[config.mk]
export PLATFORM = sky130hd
export DESIGN_NAME = trc_regs
export DESIGN_NICKNAME = d
export VERILOG_FILES = /design/src/logic/trc_pkg.sv /design/src/logic/trc_coef_mem.sv /design/src/logic/trc_regs.sv
export SDC_FILE = /design/constraint.sdc
export NUM_CORES = 1
export LEC_CHECK = 0
export BUFFER_PORTS_ARGS = -buffer_cell sky130_fd_sc_hd__buf_2
export CORE_AREA = 5 5 128 130
export CTS_CLUSTER_SIZE = 12
export DETAILED_ROUTE_END_ITERATION = 16
export DIE_AREA = 0 0 133 135
export PLACE_DENSITY = 0.76
export SYNTH_ARGS = -nofsm -noshare
export SYNTH_HDL_FRONTEND = slang
export SYNTH_SLANG_ARGS = --single-unit
[constraint.sdc]
create_clock -name core_clk_i -period 1.95 [get_ports core_clk_i]
set_input_delay 0.195 -clock core_clk_i [delete_from_list [all_inputs] [get_ports core_clk_i]]
set_output_delay 0.195 -clock core_clk_i [all_outputs]
set_load 0.01 [all_outputs]
[src/logic/trc_pkg.sv]
// Constants for the transmitter configuration register bank
package trc_pkg;

  // ----------------------------------------------------------------
  // Register port widths
  // ----------------------------------------------------------------
  localparam int ADDR_W = 7;
  localparam int DATA_W = 8;
  localparam int CAL_W = 7;
  localparam int COEF_W = 6;
  localparam int COEF_AW = 3;
  localparam int COEF_N = 7;
  localparam int RATE_W = 16;
  localparam int ACC_W = 21;
  localparam int LDO_N = 6;

  // ----------------------------------------------------------------
  // Register offsets
  // ----------------------------------------------------------------
  localparam logic [6:0] OFS_RC_COARSE = 7'h63;
  localparam logic [6:0] OFS_RC_FINE = 7'h64;
  localparam logic [6:0] OFS_REG_EN = 7'h65;
  localparam logic [6:0] OFS_REG_LVL = 7'h66;
  localparam logic [6:0] OFS_COEF_ADDR = 7'h6B;
  localparam logic [6:0] OFS_COEF_VAL = 7'h6C;
  localparam logic [6:0] OFS_TX_POWER = 7'h6D;
  localparam logic [6:0] OFS_RATE_HI = 7'h6E;
  localparam logic [6:0] OFS_RATE_LO = 7'h6F;

  // ----------------------------------------------------------------
  // Field positions
  // ----------------------------------------------------------------
  localparam int BIT_OVR = 7;
  localparam int BIT_SPOR = 7;
  localparam int BIT_DIGPWDN = 0;
  localparam int BIT_ENOVR = 7;
  localparam int BIT_XTAL = 6;
  localparam int BIT_TSENS = 5;
  localparam int BIT_SLOWOSC = 4;
  localparam int BIT_ANT_SW = 3;

  // ----------------------------------------------------------------
  // Reset values
  // ----------------------------------------------------------------
  localparam logic [7:0] RST_RC_COARSE = 8'h00;
  localparam logic [7:0] RST_RC_FINE = 8'h00;
  localparam logic [7:0] RST_REG_EN = 8'h81;
  localparam logic [7:0] RST_REG_LVL = 8'h00;
  localparam logic [2:0] RST_COEF_ADDR = 3'h0;
  localparam logic [3:0] RST_TX_POWER = 4'h8;
  localparam logic [7:0] RST_RATE_HI = 8'h0A;
  localparam logic [7:0] RST_RATE_LO = 8'h3D;

  // Gaussian shaping, BT 0.5
  localparam logic [5:0] COEF_RST [0:6] = '{6'h01, 6'h03, 6'h06, 6'h0A, 6'h0F, 6'h13, 6'h14};

  // ----------------------------------------------------------------
  // Rate timing: accumulator steps at 1 MHz
  // ----------------------------------------------------------------
  localparam int CLK_HZ = 10_000_000;
  localparam int STEP_HZ = 1_000_000;
  localparam int STEP_DIV = CLK_HZ / STEP_HZ;
  localparam int BASE_CARRY = 16;
  localparam int SCALED_CARRY = 21;

endpackage : trc_pkg

[src/logic/trc_coef_mem.sv]
// Shaping filter coefficient table with registered read data
`timescale 1ns/1ps

module trc_coef_mem #(
  parameter int N = trc_pkg::COEF_N,
  parameter int AW = trc_pkg::COEF_AW,
  parameter int DW = trc_pkg::COEF_W
) (
  input wire logic core_clk_i,
  input wire logic sys_rst_i,
  input wire logic wr_en_i,
  input wire logic [AW-1:0] addr_i,
  input wire logic [DW-1:0] wr_data_i,
  output logic [DW-1:0] rd_data_o
);

  typedef struct packed {
    logic [N-1:0][DW-1:0] tab;
    logic [DW-1:0] rd;
  } trc_mem_state_t;

  trc_mem_state_t st;
  trc_mem_state_t next_st;

  // ----------------------------------------------------------------
  // Table update and read
  // ----------------------------------------------------------------
  always_comb
  begin
    next_st = st;
    if (wr_en_i && (32'(addr_i) < N))
    begin
      next_st.tab[addr_i] = wr_data_i;
    end
    if (32'(addr_i) < N)
    begin
      next_st.rd = next_st.tab[addr_i];
    end
    else
    begin
      next_st.rd = '0;
    end
  end

  always_ff @(posedge core_clk_i)
  begin
    if (sys_rst_i)
    begin
      for (int i = 0; i < N; i++)
      begin
        st.tab[i] <= trc_pkg::COEF_RST[i];
      end
      st.rd <= '0;
    end
    else
    begin
      st <= next_st;
    end
  end

  assign rd_data_o = st.rd;

endmodule : trc_coef_mem

[src/logic/trc_regs.sv]
// Transmitter configuration register bank
`timescale 1ns/1ps

// Operation
// - Coarse reads show internal result unless overridden
// - Coarse override uses written coarse value
// - Fine reads show internal result unless overridden
// - Fine override uses written fine value
// - Regulator enables reset to 0x81
// - Override policy: force both ways or on-only
// - Crystal, sensor, slow oscillator enables; bit3 reserved
// - Three-bit digital regulator level setting
// - Three-bit coefficient address, reset zero
// - Coefficients reset to Gaussian BT 0.5
// - Coefficient value reads/writes selected entry
// - Switch set: high during transmit only
// - Switch clear: control always low
// - Three-bit power field, register resets 0x08
// - Rate from 16-bit value, base scale
// - Scale set: rate divides by 2^21
// - Rate resets to 40 kbps
module trc_regs (
  input wire logic core_clk_i,
  input wire logic sys_rst_i,
  input wire logic wr_en_i,
  input wire logic rd_en_i,
  input wire logic [6:0] addr_i,
  input wire logic [7:0] wr_data_i,
  input wire logic [6:0] int_coarse_i,
  input wire logic [6:0] int_fine_i,
  input wire logic [5:0] sm_ldo_en_i,
  input wire logic tx_mode_i,
  input wire logic rate_scale_i,
  output logic [7:0] rd_data_o,
  output logic rd_valid_o,
  output logic [6:0] coarse_cal_o,
  output logic [6:0] fine_cal_o,
  output logic [5:0] ldo_en_o,
  output logic smart_por_en_o,
  output logic dig_pwdn_en_o,
  output logic xtal_ovr_o,
  output logic temp_sensor_en_o,
  output logic slow_osc_enable_o,
  output logic [2:0] dig_ldo_level_o,
  output logic antenna_switch_ctrl_o,
  output logic [2:0] tx_power_o,
  output logic [15:0] tx_rate_o,
  output logic tx_bit_tick_o
);

  typedef struct packed {
    logic [7:0] coarse;
    logic [7:0] fine;
    logic [7:0] reg_en;
    logic [7:0] reg_lvl;
    logic [2:0] coef_addr;
    logic [3:0] tx_power;
    logic [7:0] rate_hi;
    logic [7:0] rate_lo;
    logic [7:0] rd_data;
    logic rd_valid;
    logic [6:0] coarse_use;
    logic [6:0] fine_use;
    logic [5:0] ldo_en;
    logic ant_sw;
    logic [3:0] div;
    logic [20:0] acc;
    logic tick;
  } trc_state_t;

  trc_state_t st;
  trc_state_t next_st;
  logic [5:0] coef_rd;
  logic coef_wr;
  logic [21:0] acc_sum;

  // ----------------------------------------------------------------
  // Coefficient table
  // ----------------------------------------------------------------
  // Selected entry write
  assign coef_wr = wr_en_i && (addr_i == trc_pkg::OFS_COEF_VAL);

  trc_coef_mem trc_coef_mem_inst (
    .core_clk_i(core_clk_i),
    .sys_rst_i(sys_rst_i),
    .wr_en_i(coef_wr),
    .addr_i(st.coef_addr),
    .wr_data_i(wr_data_i[5:0]),
    .rd_data_o(coef_rd)
  );

  assign acc_sum = {1'b0, st.acc} + {6'h00, st.rate_hi, st.rate_lo};

  // ----------------------------------------------------------------
  // Next state
  // ----------------------------------------------------------------
  always_comb
  begin
    next_st = st;
    next_st.rd_valid = 1'b0;
    // Register writes
    if (wr_en_i)
    begin
      if (addr_i == trc_pkg::OFS_RC_COARSE)
      begin
        next_st.coarse = wr_data_i;
      end
      else if (addr_i == trc_pkg::OFS_RC_FINE)
      begin
        next_st.fine = wr_data_i;
      end
      else if (addr_i == trc_pkg::OFS_REG_EN)
      begin
        next_st.reg_en = wr_data_i;
      end
      else if (addr_i == trc_pkg::OFS_REG_LVL)
      begin
        next_st.reg_lvl = wr_data_i & 8'hF7;
      end
      else if (addr_i == trc_pkg::OFS_COEF_ADDR)
      begin
        next_st.coef_addr = wr_data_i[2:0];
      end
      else if (addr_i == trc_pkg::OFS_TX_POWER)
      begin
        next_st.tx_power = wr_data_i[3:0];
      end
      else if (addr_i == trc_pkg::OFS_RATE_HI)
      begin
        next_st.rate_hi = wr_data_i;
      end
      else if (addr_i == trc_pkg::OFS_RATE_LO)
      begin
        next_st.rate_lo = wr_data_i;
      end
    end
    // Register reads, answered next cycle
    if (rd_en_i)
    begin
      next_st.rd_valid = 1'b1;
      if (addr_i == trc_pkg::OFS_RC_COARSE)
      begin
        next_st.rd_data = {st.coarse[trc_pkg::BIT_OVR],
          st.coarse[trc_pkg::BIT_OVR] ? st.coarse[6:0] : int_coarse_i};
      end
      else if (addr_i == trc_pkg::OFS_RC_FINE)
      begin
        next_st.rd_data = {st.fine[trc_pkg::BIT_OVR],
          st.fine[trc_pkg::BIT_OVR] ? st.fine[6:0] : int_fine_i};
      end
      else if (addr_i == trc_pkg::OFS_REG_EN)
      begin
        next_st.rd_data = st.reg_en;
      end
      else if (addr_i == trc_pkg::OFS_REG_LVL)
      begin
        next_st.rd_data = st.reg_lvl;
      end
      else if (addr_i == trc_pkg::OFS_COEF_ADDR)
      begin
        next_st.rd_data = {5'h00, st.coef_addr};
      end
      else if (addr_i == trc_pkg::OFS_COEF_VAL)
      begin
        next_st.rd_data = {2'h0, coef_rd};
      end
      else if (addr_i == trc_pkg::OFS_TX_POWER)
      begin
        next_st.rd_data = {4'h0, st.tx_power};
      end
      else if (addr_i == trc_pkg::OFS_RATE_HI)
      begin
        next_st.rd_data = st.rate_hi;
      end
      else if (addr_i == trc_pkg::OFS_RATE_LO)
      begin
        next_st.rd_data = st.rate_lo;
      end
      else
      begin
        next_st.rd_data = 8'h00;
      end
    end
    next_st.coarse_use = st.coarse[trc_pkg::BIT_OVR] ? st.coarse[6:0] : int_coarse_i;
    next_st.fine_use = st.fine[trc_pkg::BIT_OVR] ? st.fine[6:0] : int_fine_i;
    if (st.reg_lvl[trc_pkg::BIT_ENOVR])
    begin
      next_st.ldo_en = st.reg_en[6:1];
    end
    else
    begin
      next_st.ldo_en = st.reg_en[6:1] | sm_ldo_en_i;
    end
    next_st.ant_sw = st.tx_power[trc_pkg::BIT_ANT_SW] & tx_mode_i;
    next_st.tick = 1'b0;
    if (st.div == 4'(trc_pkg::STEP_DIV - 1))
    begin
      next_st.div = 4'h0;
      if (rate_scale_i)
      begin
        next_st.tick = acc_sum[trc_pkg::SCALED_CARRY];
        next_st.acc = acc_sum[20:0];
      end
      else
      begin
        next_st.tick = acc_sum[trc_pkg::BASE_CARRY];
        next_st.acc = {5'h00, acc_sum[15:0]};
      end
    end
    else
    begin
      next_st.div = st.div + 4'h1;
    end
  end

  // ----------------------------------------------------------------
  // State register
  // ----------------------------------------------------------------
  always_ff @(posedge core_clk_i)
  begin
    if (sys_rst_i)
    begin
      st <= '0;
      st.coarse <= trc_pkg::RST_RC_COARSE;
      st.fine <= trc_pkg::RST_RC_FINE;
      st.reg_en <= trc_pkg::RST_REG_EN;
      st.reg_lvl <= trc_pkg::RST_REG_LVL;
      st.coef_addr <= trc_pkg::RST_COEF_ADDR;
      st.tx_power <= trc_pkg::RST_TX_POWER;
      st.rate_hi <= trc_pkg::RST_RATE_HI;
      st.rate_lo <= trc_pkg::RST_RATE_LO;
    end
    else
    begin
      st <= next_st;
    end
  end

  // ----------------------------------------------------------------
  // Outputs
  // ----------------------------------------------------------------
  assign rd_data_o = st.rd_data;
  assign rd_valid_o = st.rd_valid;
  assign coarse_cal_o = st.coarse_use;
  assign fine_cal_o = st.fine_use;
  assign ldo_en_o = st.ldo_en;
  assign smart_por_en_o = st.reg_en[trc_pkg::BIT_SPOR];
  assign dig_pwdn_en_o = st.reg_en[trc_pkg::BIT_DIGPWDN];
  assign xtal_ovr_o = st.reg_lvl[trc_pkg::BIT_XTAL];
  assign temp_sensor_en_o = st.reg_lvl[trc_pkg::BIT_TSENS];
  assign slow_osc_enable_o = st.reg_lvl[trc_pkg::BIT_SLOWOSC];
  assign dig_ldo_level_o = st.reg_lvl[2:0];
  assign antenna_switch_ctrl_o = st.ant_sw;
  assign tx_power_o = st.tx_power[2:0];
  assign tx_rate_o = {st.rate_hi, st.rate_lo};
  assign tx_bit_tick_o = st.tick;

  // ----------------------------------------------------------------
  // Assertions
  // ----------------------------------------------------------------
  property p_coarse_view;
    @(posedge core_clk_i) disable iff (sys_rst_i)
    (rd_en_i && addr_i == trc_pkg::OFS_RC_COARSE && !st.coarse[7])
      |=> rd_valid_o && rd_data_o[6:0] == $past(int_coarse_i) && !rd_data_o[7];
  endproperty
  a_coarse_view: assert property (p_coarse_view)
    else $error("coarse read did not show internal result");

  property p_coarse_use;
    @(posedge core_clk_i) disable iff (sys_rst_i)
    (!sys_rst_i && st.coarse[7]) |=> coarse_cal_o == $past(st.coarse[6:0]);
  endproperty
  a_coarse_use: assert property (p_coarse_use)
    else $error("coarse override value not used");

  property p_fine_view;
    @(posedge core_clk_i) disable iff (sys_rst_i)
    (rd_en_i && addr_i == trc_pkg::OFS_RC_FINE && !st.fine[7])
      |=> rd_data_o[6:0] == $past(int_fine_i);
  endproperty
  a_fine_view: assert property (p_fine_view)
    else $error("fine read did not show internal result");

  property p_fine_use;
    @(posedge core_clk_i) disable iff (sys_rst_i)
    (!sys_rst_i && !st.fine[7]) |=> fine_cal_o == $past(int_fine_i);
  endproperty
  a_fine_use: assert property (p_fine_use)
    else $error("fine value used without override");

  property p_reset_en;
    @(posedge core_clk_i) sys_rst_i
      |=> st.reg_en == trc_pkg::RST_REG_EN && st.tx_power == trc_pkg::RST_TX_POWER;
  endproperty
  a_reset_en: assert property (p_reset_en)
    else $error("wrong reset value");

  property p_ovr_on_only;
    @(posedge core_clk_i) disable iff (sys_rst_i)
    (!sys_rst_i && !st.reg_lvl[7])
      |=> ldo_en_o == ($past(st.reg_en[6:1]) | $past(sm_ldo_en_i));
  endproperty
  a_ovr_on_only: assert property (p_ovr_on_only)
    else $error("on-only override policy broken");

  property p_sw_off;
    @(posedge core_clk_i) disable iff (sys_rst_i)
    !st.tx_power[3] |=> !antenna_switch_ctrl_o;
  endproperty
  a_sw_off: assert property (p_sw_off)
    else $error("switch high while disabled");

  property p_sw_tx;
    @(posedge core_clk_i) disable iff (sys_rst_i)
    (!sys_rst_i && st.tx_power[3]) |=> antenna_switch_ctrl_o == $past(tx_mode_i);
  endproperty
  a_sw_tx: assert property (p_sw_tx)
    else $error("switch does not follow transmit mode");

  property p_reserved;
    @(posedge core_clk_i) disable iff (sys_rst_i)
    (rd_en_i && addr_i == trc_pkg::OFS_REG_LVL) |=> !rd_data_o[3];
  endproperty
  a_reserved: assert property (p_reserved)
    else $error("reserved bit reads one");

  property p_tick_gap;
    @(posedge core_clk_i) disable iff (sys_rst_i)
    tx_bit_tick_o |=> !tx_bit_tick_o [*8];
  endproperty
  a_tick_gap: assert property (p_tick_gap)
    else $error("rate tick faster than step enable");

  c_override: cover property (@(posedge core_clk_i) st.coarse[7] && st.fine[7]);
  c_coef_rd: cover property (@(posedge core_clk_i)
    rd_valid_o && $past(addr_i) == trc_pkg::OFS_COEF_VAL);
  c_tick_scaled: cover property (@(posedge core_clk_i) tx_bit_tick_o && rate_scale_i);
  c_switch: cover property (@(posedge core_clk_i) antenna_switch_ctrl_o);

endmodule : trc_regs

==> results of run 1 <==
cell families after synthesis:
kind of cell / after synthesis / share of synthesized area (%)
mux: 114 / 15.9
xor+xnor: 9 / 1.00
fa+ha+maj: 19 / 3.12
compound gates: 156 / 13.0
simple gates: 312 / 18.4
flops: 158 / 40.3
buf+inv: 115 / 8.29
power by group through the flow:
stage	combinational, uW	clock, uW	sequential (uW)
detailed placement	394	0	3360
floorplan	266	0	3360
global route	442	3580	3290
CTS	405	3430	3290
finish	408	3400	3290
global placement	392	0	3360
registers in the layout (all words and copies together) (netlist names), 3 cells and up:
signal                       flops
trc_coef_mem_inst.st            42
tx_power_o                       3
trc_coef_mem_inst.rd_data_o      6
dig_ldo_level_o                  3
rd_data_o                        8
ldo_en_o                         6
coarse_cal_o                     7
tx_rate_o                       16
st                              52
fine_cal_o                       7
area by class of cell:
class	count	area, sq um
multi-input combinational	610	4320
timing repair buffer	191	1270
inverter	12	45.0
clock inverter	12	150
tap	188	235
sequential	158	3180
fill	1197	5380
clock buffer	20	457
cell usage after synthesis, drive strengths merged, types with 3 or more instances:
library cell / count / area share, %
mux4: 8 / 2.3
o21ai: 15 / 0.96
nor2: 133 / 7.0
nor4b: 3 / 0.33
nand3: 17 / 1.2
xnor2: 6 / 0.67
a32oi: 3 / 0.33
dfxtp: 158 / 40
o31ai: 5 / 0.54
a211oi: 13 / 1.2
inv: 12 / 0.57
a21o: 7 / 0.67
nand2b: 3 / 0.33
and2: 3 / 0.24
a311oi: 4 / 0.45
mux2: 4 / 0.57
nor2b: 8 / 0.64
o22ai: 10 / 0.88
or3: 7 / 0.56
nor3: 9 / 0.78
mux2i: 102 / 13
a22oi: 4 / 0.38
a221oi: 4 / 0.45
xor2: 3 / 0.33
o21a: 8 / 0.76
nand2: 108 / 5.2
ha: 18 / 2.9
nand4: 3 / 0.24
buf: 74 / 6.3
a21oi: 54 / 3.4
a31oi: 7 / 0.56
and3: 5 / 0.40
o211ai: 7 / 0.67
clkbuf: 29 / 1.4
tightest hold or removal path, stage by stage:
cell and delay [ns]:
buf_2 0.07, a21oi_1 0.05, nor2_1 0.08
metal layers:
| layer | global-route usage (%) | vias up | wire, um |
|---|---|---|---|
| met4 | 8.20 | 0 | 513 |
| met1 | 29.6 | 3193 | 9090 |
| met3 | 4.47 | 51 | 1360 |
| met5 | 0 | - | 0 |
| li1 | - | 3272 | - |
| met2 | 39.3 | 246 | 10200 |
how the worst min path moves through the flow:
| stage | endpoint | slack (ns) | depth (start not counted) |
|---|---|---|---|
| 2_1_floorplan | smart_por_en_o | 0.32 | 2 |
| 3_3_place_gp | antenna_switch_ctrl_o | 0.43 | 2 |
| 3_5_place_dp | ldo_en_o[3] | 0.44 | 3 |
| 4_1_cts | ldo_en_o[4] | 0.003 | 3 |
| 5_1_grt | ldo_en_o[4] | 0.03 | 3 |
| 6_report | ldo_en_o[4] | 0.01 | 3 |
through the flow:
stage	total power, uW	cell area, sq um
after CTS	7120	9580
final	7090	9660
after global routing	7310	9660
after floorplan	3620	7980
after global placement	3750	8790
after detailed placement	3750	8790
cells in the final DEF, fill, tap and decap left out, drive strengths merged, types with 4 or more instances in the layout:
cell type,netlist,final
o31ai,5,5
a211oi,13,13
o21a,8,8
dfxtp,158,158
a311oi,4,4
o22ai,10,10
a21o,7,7
ha,18,18
nand3,17,17
a22oi,4,4
mux2,4,4
dlygate4sd3,0,5
a221oi,4,4
xnor2,6,6
nor3,9,9
buf,74,186
clkbuf,29,20
a31oi,7,7
a21oi,54,54
mux2i,102,102
inv,12,18
nor2,133,133
o211ai,7,7
or3,7,7
and3,5,5
nand2,108,108
nor2b,8,8
o21ai,15,15
mux4,8,8
timing repair:
| action | 4_1_cts | 5_1_grt |
|---|---|---|
| setup endpoints to repair | 12 | 15 |
| cloned | 0 | 0 |
| endpoints found under the hold margin | 5 | 0 |
| pin swaps | 14 | 20 |
| hold buffers | 5 | 0 |
| gates resized for setup | 31 | 13 |
| buffers inserted | 1 | 3 |
==> metrics.yaml, run 1 <==
status: "finished with violations"
violations: "negative setup slack"
async_flop_share_pct: 0
combPwrFrac_pct: 5.8
critPathRequiredTime_ns: 2.26
crit_family: "compound AO/OA/AOI/OAI gates"
die_area_sq_um: 18000
path_class: "reg -> reg"
syn_area_sq_um: 7850
syn-num-nets: 943
cp-end-kind: "register"
fp.dieH_um: 135
synthDistinctLibCells: 68
rrSetupSlack_ns: -0.15
worstHoldStart: "sm_ldo_en_i[4]"
reg2reg_to: "st[9]"
leakagePower_uw: 0.00413
reg2reg_depth: 9
root_buffer: "clkbuf_16"
rr_startpoint: "st[1]"
setup_viol_count_final: 13
fin_cells: 1191
yosysWarnings: 0
p_sw_share_pct: 23.7
worst-path-stages: 9
start_kind: "register"
fin_crit_ns: 2.10
synth_ff_type: "dfxtp_1"
setup_ws_ns: -0.150
p_clk_share_pct: 47.9
diodes: 0
area_growth_pct: 23.0
gp_congestion: 0.932
viasPerCell: 5.68
initial_core_util_pct: 52.2
p_int_uw: 5410
drt-initial-drc-count: 655
synth_edf_count: 0
dp.cells: 1150
placementRows: 45
crit_buf_inv: 1
grt_pass1_wl_um: 33100
layout-drive-gt1-share_pct: 28.8
fin_util_pct: 64.2
slew_viol_final: 0
synthCells: 883
ir_drop_mv: 0.591
p_per_area_nw_per_um2: 734
groute.usage.overall_pct: 23.2
portBuffers: 98
io_pins: 99
clock_sink_count: 158
antenna_found_initial: 0
period_share_pct: 108
switchingPower_uw: 1680
clk_latency_ns: 0.43
wl_per_cell_um: 17.8
dp_slack_ns: -0.172
arrival_ns: 2.41
crit_chain: "ha_4, fa_2, a21oi_4, o2bb2ai_4, buf_4, o21ai_4, a21oi_2, nor4b_1, a311o_1"
clk_path_buf_depth: 2
final_nets: 1050
hold_violations: 0
ys_seq_area_share_pct: 40.3
finalWirelength_um: 21200
htreeDepth: 4
critPathSlowestCell: "fa_2"
avgSynthCellArea_sq_um: 8.89
worst-slew-pin-transition_ns: 0.595
cts_tree: "yes"
firstDrtPassIters: 7
coreArea_sq_um: 15000
max_freq_ghz: 0.476
die_w_um: 133
relSlewSlack_pct: 60.3
critPathLaunch: "st[1]"
hold_path.class: "in -> reg"
dr_total_vias: 6762
hpwl_um: 14800
slowest_delay_ns: 0.37
route.detailed.drc: 0
crit_fanout: 3
grt_max_degree: 106
postRouteAntennaNets: 0
rsz0062_at_grt: "true"
ys_ff_latch: 158
p_seq_share_pct: 46.3
grt-ovfl-total: 0
hold_slack_ns: 0.0109
cp-endpoint: "st[9]"
clk_pin_slew_worst_paths_ns: 0.06
finClkSkew_ns: 0.00785
cts_inserted_buffers: 17
grt_pass1_vias: 6310
maxCapViolCount: 0
setup-tns-final_ns: -1.01
Power figures use the tool's default switching activity.
==> run 2, diff against run 1 <==
ABC_AREA = 1   (was unset)
CELL_PAD_IN_SITES_DETAIL_PLACEMENT = 0   (was unset)
CELL_PAD_IN_SITES_GLOBAL_PLACEMENT = 1   (was unset)
CORE_AREA = 5 5 153 155   (was 5 5 128 130)
DIE_AREA = 0 0 158 160   (was 0 0 133 135)
PLACE_DENSITY = unset   (was 0.76)
PLACE_DENSITY_LB_ADDON = 0.1   (was unset)
==> metrics.yaml, run 2 <==
status: "completed"
clock_sink_count: 158  # unchanged
setup_viol_count_final: 0  # -13
p_per_area_nw_per_um2: 719  # -2.0%
async_flop_share_pct: 0  # unchanged
portBuffers: 98  # unchanged
synth_top_area_share_pct: 38.6  # -1.7 points
setup-tns-final_ns: 0  # +1.01 ns
hold_violations: 0  # unchanged
ys_seq_area_share_pct: 38.6  # -1.7 points
synthTopCellsByCount: "294 x nand2_1, 158 x dfxtp_1, 142 x inv_1"
final_common_cell: "nand2_1"
cp-end-kind: "register"
root_buffer: "clkbuf_16"
ys_ff_latch: 158  # unchanged
clk_pin_slew_worst_paths_ns: 0.07  # about the same
antenna_found_initial: 0  # unchanged
grt-ovfl-total: 0  # unchanged
arrival_ns: 2.13  # -0.28 ns
syn-num-nets: 1260  # +34%
synth_ff_type: "dfxtp_1"
layout-drive-gt1-share_pct: 18.4  # -10 points
synth_edf_count: 0  # unchanged
grt_pass1_vias: 7294  # +16%
initial_core_util_pct: 37.8  # -14 points
placementRows: 54  # +20%
slowest_delay_ns: 0.39  # +0.02 ns
fillers: 2384  # +99%
path_class: "reg -> reg"
synthCells: 1200  # +36%
hpwl_um: 19400  # +31%
synthDistinctLibCells: 42  # -38%
route.detailed.drc: 0  # unchanged
firstDrtPassIters: 5  # -2
grt_pass1_wl_um: 39800  # +20%
fin_crit_ns: 1.82  # -0.280 ns
cpMostUsedCell: "nand2_1"
io_pins: 99  # unchanged
clk_path_buf_depth: 2  # unchanged
coreArea_sq_um: 21700  # +44%
final_nets: 1361  # +30%
worst-slew-pin-transition_ns: 0.699  # +0.105 ns
critPathSlowestCell: "a32o_1"
finClkSkew_ns: 0.0126  # +0.00475 ns
viasPerCell: 4.83  # -15%
ys_top_cells_by_area: "dfxtp_1 39%, nand2_1 13%, inv_1 6.5%"
avgSynthCellArea_sq_um: 6.83  # -23%
dr_total_vias: 7697  # +14%
fp.dieH_um: 160  # +19%
drt-initial-drc-count: 443  # -32%
ir_drop_mv: 0.520  # -12%
crit_fanout: 9  # +6
groute.usage.overall_pct: 20.1  # -3.1 points
fin_util_pct: 44.8  # -19 points
start_kind: "register"
die_w_um: 158  # +19%
maxCapViolCount: 0  # unchanged
wl_per_cell_um: 15.8  # -11%
post-cts-setup-buffer-count: 0  # -1
yosysWarnings: 0  # unchanged
layout_common_cells: "290 x nand2_1, 156 x dfxtp_1, 141 x inv_1"
max_freq_ghz: 0.549  # +15%
slew_viol_final: 0  # unchanged
finalWirelength_um: 25200  # +19%
hold_path.class: "in -> reg"
crit_family: "buffers and inverters"
yosys.cell_count.top_type: "nand2_1"
postRouteAntennaNets: 0  # unchanged
critPathRequiredTime_ns: 2.26  # about the same
period_share_pct: 93.3  # -14 points
cts_tree: "yes"
largest_register: "st"
leakagePower_uw: 0.00460  # +11%
syn_area_sq_um: 8200  # +4.4%
crit_buf_inv: 3  # +2
relSlewSlack_pct: 52.9  # -7.4 points
hold_slack_ns: 0.0282  # +0.0173 ns
rsz0062_at_grt: "false"
clk_latency_ns: 0.43  # about the same
die_area_sq_um: 25300  # +41%
diodes: 0  # unchanged
grt_max_degree: 53  # -50%
cts_inserted_buffers: 17  # unchanged
crit_chain: "inv_1, ha_1, nand2_1, nor2_1, buf_4, nand2_1, clkinv_1, a32o_1"
gp_congestion: 0.843  # -9.6%
area_growth_pct: 18.4
synth_area_leader_cell: "dfxtp_1"
largest_reg_flops: 52  # unchanged
htreeDepth: 4  # unchanged
-- run 2: changes by cell type in the layout (fill, tap and decap cells not counted), moves of 9 or more --
cell,before,now
nand2_1,108,290
inv_1,12,141
mux2i_1,102,1
nand3_1,13,95
o21ai_0,11,74
nand4_1,3,43
a21oi_1,50,80
nor2_1,129,111
dfxtp_1,144,156
dfxtp_2,14,2
buf_4,82,72
ha_4,9,0
-- run 2: cells by family after synthesis --
family          synth area share [%]
compound gates                  12.4
buf+inv                         13.9
xor+xnor                       0.748
simple gates                    31.2
fa+ha+maj                       2.99
mux                            0.122
flops                           38.6
-- run 2: metal layers --
| metal | up-vias | GRT usage, % | share of wire (%) |
|---|---|---|---|
| met4 | 0 | 4.85 | 1.5 |
| li1 | 4067 | - | - |
| met3 | 25 | 3.76 | 4.7 |
| met2 | 162 | 32.3 | 46 |
| met5 | - | 0 | 0 |
| met1 | 3443 | 27.9 | 48 |
-- run 2: path summary, 6_finish.rpt --
path              cells past startpoint  slack, ns           to      startpoint
setup / recovery                      8       0.13        st[5]          st[23]
hold / removal                        3       0.03  ldo_en_o[1]  sm_ldo_en_i[1]
setup reg to reg                      8       0.13        st[5]          st[23]
hold reg to reg                       2       0.46      st[104]         st[104]
-- run 2: worst reg2reg max path: stages (launching register included) --
cell	delay (ns)
dfxtp_1	0.36
inv_1	0.06
ha_1	0.17
nand2_1	0.08
nor2_1	0.06
buf_4	0.16
nand2_1	0.08
clkinv_1	0.35
a32o_1	0.39
-- run 2: final cells by class --
class / count / area, sq um / share of cell area (%)
multi-input combinational: 798 / 3960 / 40.8
sequential: 158 / 3170 / 32.6
timing repair buffer: 175 / 1090 / 11.2
inverter: 151 / 567 / 5.84
clock buffer: 18 / 439 / 4.52
tap: 280 / 350 / 3.61
clock inverter: 14 / 133 / 1.37
-- run 2: metrics by stage --
step                area, sq um  std cells  setup slack, ns  power, uW
CTS                        9650       1594           0.0306       7070
floorplan                  8200       1200            0.113       3600
global placement           9030       1558           0.0121       3780
global route               9710       1594         0.000863       7270
detailed placement         9030       1558          -0.0201       3780
finish                     9710       1594            0.130       6990
-- run 2: where the power goes --
group | internal, uW | switching [uW]
Combinational | 144 | 287
Sequential | 3270 | 16.0
Clock | 1810 | 1460
-- run 2: timing repair --
item / in CTS / in global routing
endpoints found under the hold margin: 4 / 0
cloned: 0 / 0
hold buffers: 4 / 0
resized for setup: 2 / 21
pin swaps: 0 / 1
setup endpoints to repair: 2 / 20
==> run 3, diff against run 2 <==
MAX_ROUTING_LAYER = met4   (was unset)
PLACE_DENSITY = 0.74   (was unset)
PLACE_DENSITY_LB_ADDON = unset   (was 0.1)
==> metrics.yaml, run 3 (same netlist as run 2, synthesis figures left out) <==
diodes: 0  # unchanged
fp.dieH_um: 160  # unchanged
antenna_found_initial: 0  # unchanged
route.detailed.drc: 0  # unchanged
groute.usage.overall_pct: 20.2  # +0.094 points
setup-tns-final_ns: 0  # unchanged
final_common_cell: "nand2_1"
postRouteAntennaNets: 0  # unchanged
p_seq_share_pct: 45.1  # -1.9 points
cts_inserted_buffers: 17  # unchanged
firstDrtPassIters: 5  # unchanged
reg2reg_depth: 12  # +4
p_sw_share_pct: 25.0  # -0.26 points
largest_reg_flops: 52  # unchanged
hold_violations: 0  # unchanged
initial_core_util_pct: 37.8  # unchanged
grt_pass1_wl_um: 39200  # -1.4%
finClkSkew_ns: 0.0120  # -0.000574 ns
start_kind: "register"
clock_sink_count: 158  # unchanged
combPwrFrac_pct: 5.8  # -0.4 points
power_uw: 7280  # +4.3%
largest_register: "st"
crit_fanout: 3  # -6
fin_crit_ns: 1.88  # +0.0556 ns
leakagePower_uw: 0.00461  # +0.14%
period_share_pct: 96.2  # +2.9 points
grt-ovfl-total: 0  # unchanged
die_w_um: 158  # unchanged
root_buffer: "clkbuf_16"
critPathRequiredTime_ns: 2.31  # +0.05 ns
relSlewSlack_pct: 47.4  # -5.4 points
hold_end: "ldo_en_o[0]"
slew_viol_final: 0  # unchanged
hold_slack_ns: 0.0164  # -0.0118 ns
maxCapViolCount: 0  # unchanged
p_per_area_nw_per_um2: 750  # +4.2%
rr_startpoint: "tx_rate_o[0]"
gp_congestion: 0.926  # +9.9%
p_clk_share_pct: 49.1  # +2.3 points
finalWirelength_um: 24900  # -1.2%
worst-slew-pin-transition_ns: 0.780  # +0.0807 ns
switchingPower_uw: 1820  # +3.2%
dr_total_vias: 7757  # +0.78%
grt_pass1_vias: 7322  # +0.38%
final_nets: 1354  # -0.51%
clk_pin_slew_worst_paths_ns: 0.07  # about the same
placementRows: 54  # unchanged
rrSetupSlack_ns: 0.07  # -0.06 ns
htreeDepth: 4  # unchanged
max_freq_ghz: 0.533  # -3.0%
layout-drive-gt1-share_pct: 18.1  # -0.28 points
reg2reg_to: "st[11]"
viasPerCell: 4.89  # +1.2%
hold_path_depth: 3  # unchanged
worstHoldStart: "sm_ldo_en_i[0]"
path_class: "reg -> reg"
ir_drop_mv: 0.495  # -4.9%
wl_per_cell_um: 15.7  # -0.74%
clk_latency_ns: 0.43  # about the same
setup_ws_ns: 0.0742  # -0.0556 ns
dp_slack_ns: 0.00406  # +0.0242 ns
hold_path.class: "in -> reg"
layout_common_cells: "290 x nand2_1, 155 x dfxtp_1, 141 x inv_1"
portBuffers: 98  # unchanged
die_area_sq_um: 25300  # unchanged
status: "completed"
area_growth_pct: 18.5  # about the same
grt_max_degree: 64  # +21%
setup_viol_count_final: 0  # unchanged
p_int_uw: 5460  # +4.6%
fillers: 2330  # -2.3%
clk_path_buf_depth: 2  # unchanged
cp-end-kind: "register"
cts_tree: "yes"
hpwl_um: 18900  # -2.4%
drt-initial-drc-count: 429  # -3.2%
coreArea_sq_um: 21700  # unchanged
arrival_ns: 2.24  # +0.11 ns
io_pins: 99  # unchanged
[run 3: cell types whose count changed in the layout (fill, tap and decap cells not counted), sizes merged]
cell	previous run	this run
bufinv	1	3
inv	148	151
dlygate4sd3	4	2
clkinv	11	12
buf	171	166
clkbuf	18	17
clkinvlp	5	0
[run 3: worst max path at each step]
| stage | start | to | slack, ns | depth (start not counted) |
|---|---|---|---|---|
| 5_1_grt | tx_rate_o[0] | st[11] | -0.02 | 12 |
| 4_1_cts | tx_rate_o[0] | st[11] | 0.02 | 12 |
| 6_report | tx_rate_o[0] | st[11] | 0.07 | 12 |
| 3_5_place_dp | tx_rate_o[0] | tx_bit_tick_o | 0.004 | 11 |
| 3_3_place_gp | tx_rate_o[0] | tx_bit_tick_o | 0.04 | 11 |
| 2_1_floorplan | tx_rate_o[0] | tx_bit_tick_o | 0.11 | 11 |
[run 3: final cells by class]
cell class	count	area [sq um]	share of cell area [%]
Inverter	151	567	5.84
Sequential cell	158	3170	32.6
Clock inverter	15	195	2.01
Clock buffer	17	425	4.38
Timing Repair Buffer	168	1050	10.8
Multi-Input combinational cell	798	3960	40.8
Tap cell	280	350	3.61
[run 3: power by group through the flow]
stage                     clock network, uW  logic, uW  registers [uW]
final                                  3580        423            3280
after global routing                   3800        467            3290
after CTS                              3640        426            3280
after detailed placement                  0        421            3360
after global placement                    0        422            3360
after floorplan                           0        241            3350
[run 3: routing by layer]
layer	GRT usage, %	up-vias	wire length (um)
li1	-	4051	-
met1	28.2	3511	12100
met2	31.1	179	11300
met3	3.41	16	1260
met4	3.92	0	208
met5	-	-	0
[run 3: worst max-delay path, stage by stage, from the launching register on]
cell and delay, ns:
dfxtp_1 0.32, ha_1 0.22, fa_2 0.35, nand3_1 0.11, nand2_1 0.08, nand2_1 0.10, nand3_2 0.12, buf_4 0.17
nand3_1 0.06, nand2_1 0.06, nand2_1 0.06, nand2_1 0.04, o21ai_0 0.13
[run 3: timing repair]
action                                  in CTS  in global routing
endpoints found under the setup margin       1                 16
resized for setup                            1                 21
endpoints found under the hold margin        2                  0
pin swaps                                    0                  0
setup buffers                                0                  0
gates cloned                                 0                  0
hold buffers                                 2                  0
[run 3: through the flow]
stage / util (%) / instances / area, sq um
2_1_floorplan: - / 1200 / 8200
3_3_place_gp: 41.5 / 1553 / 9000
5_1_grt: 44.8 / 1587 / 9710
6_report: 44.8 / 1587 / 9710
4_1_cts: 44.5 / 1587 / 9640
3_5_place_dp: 41.5 / 1553 / 9000
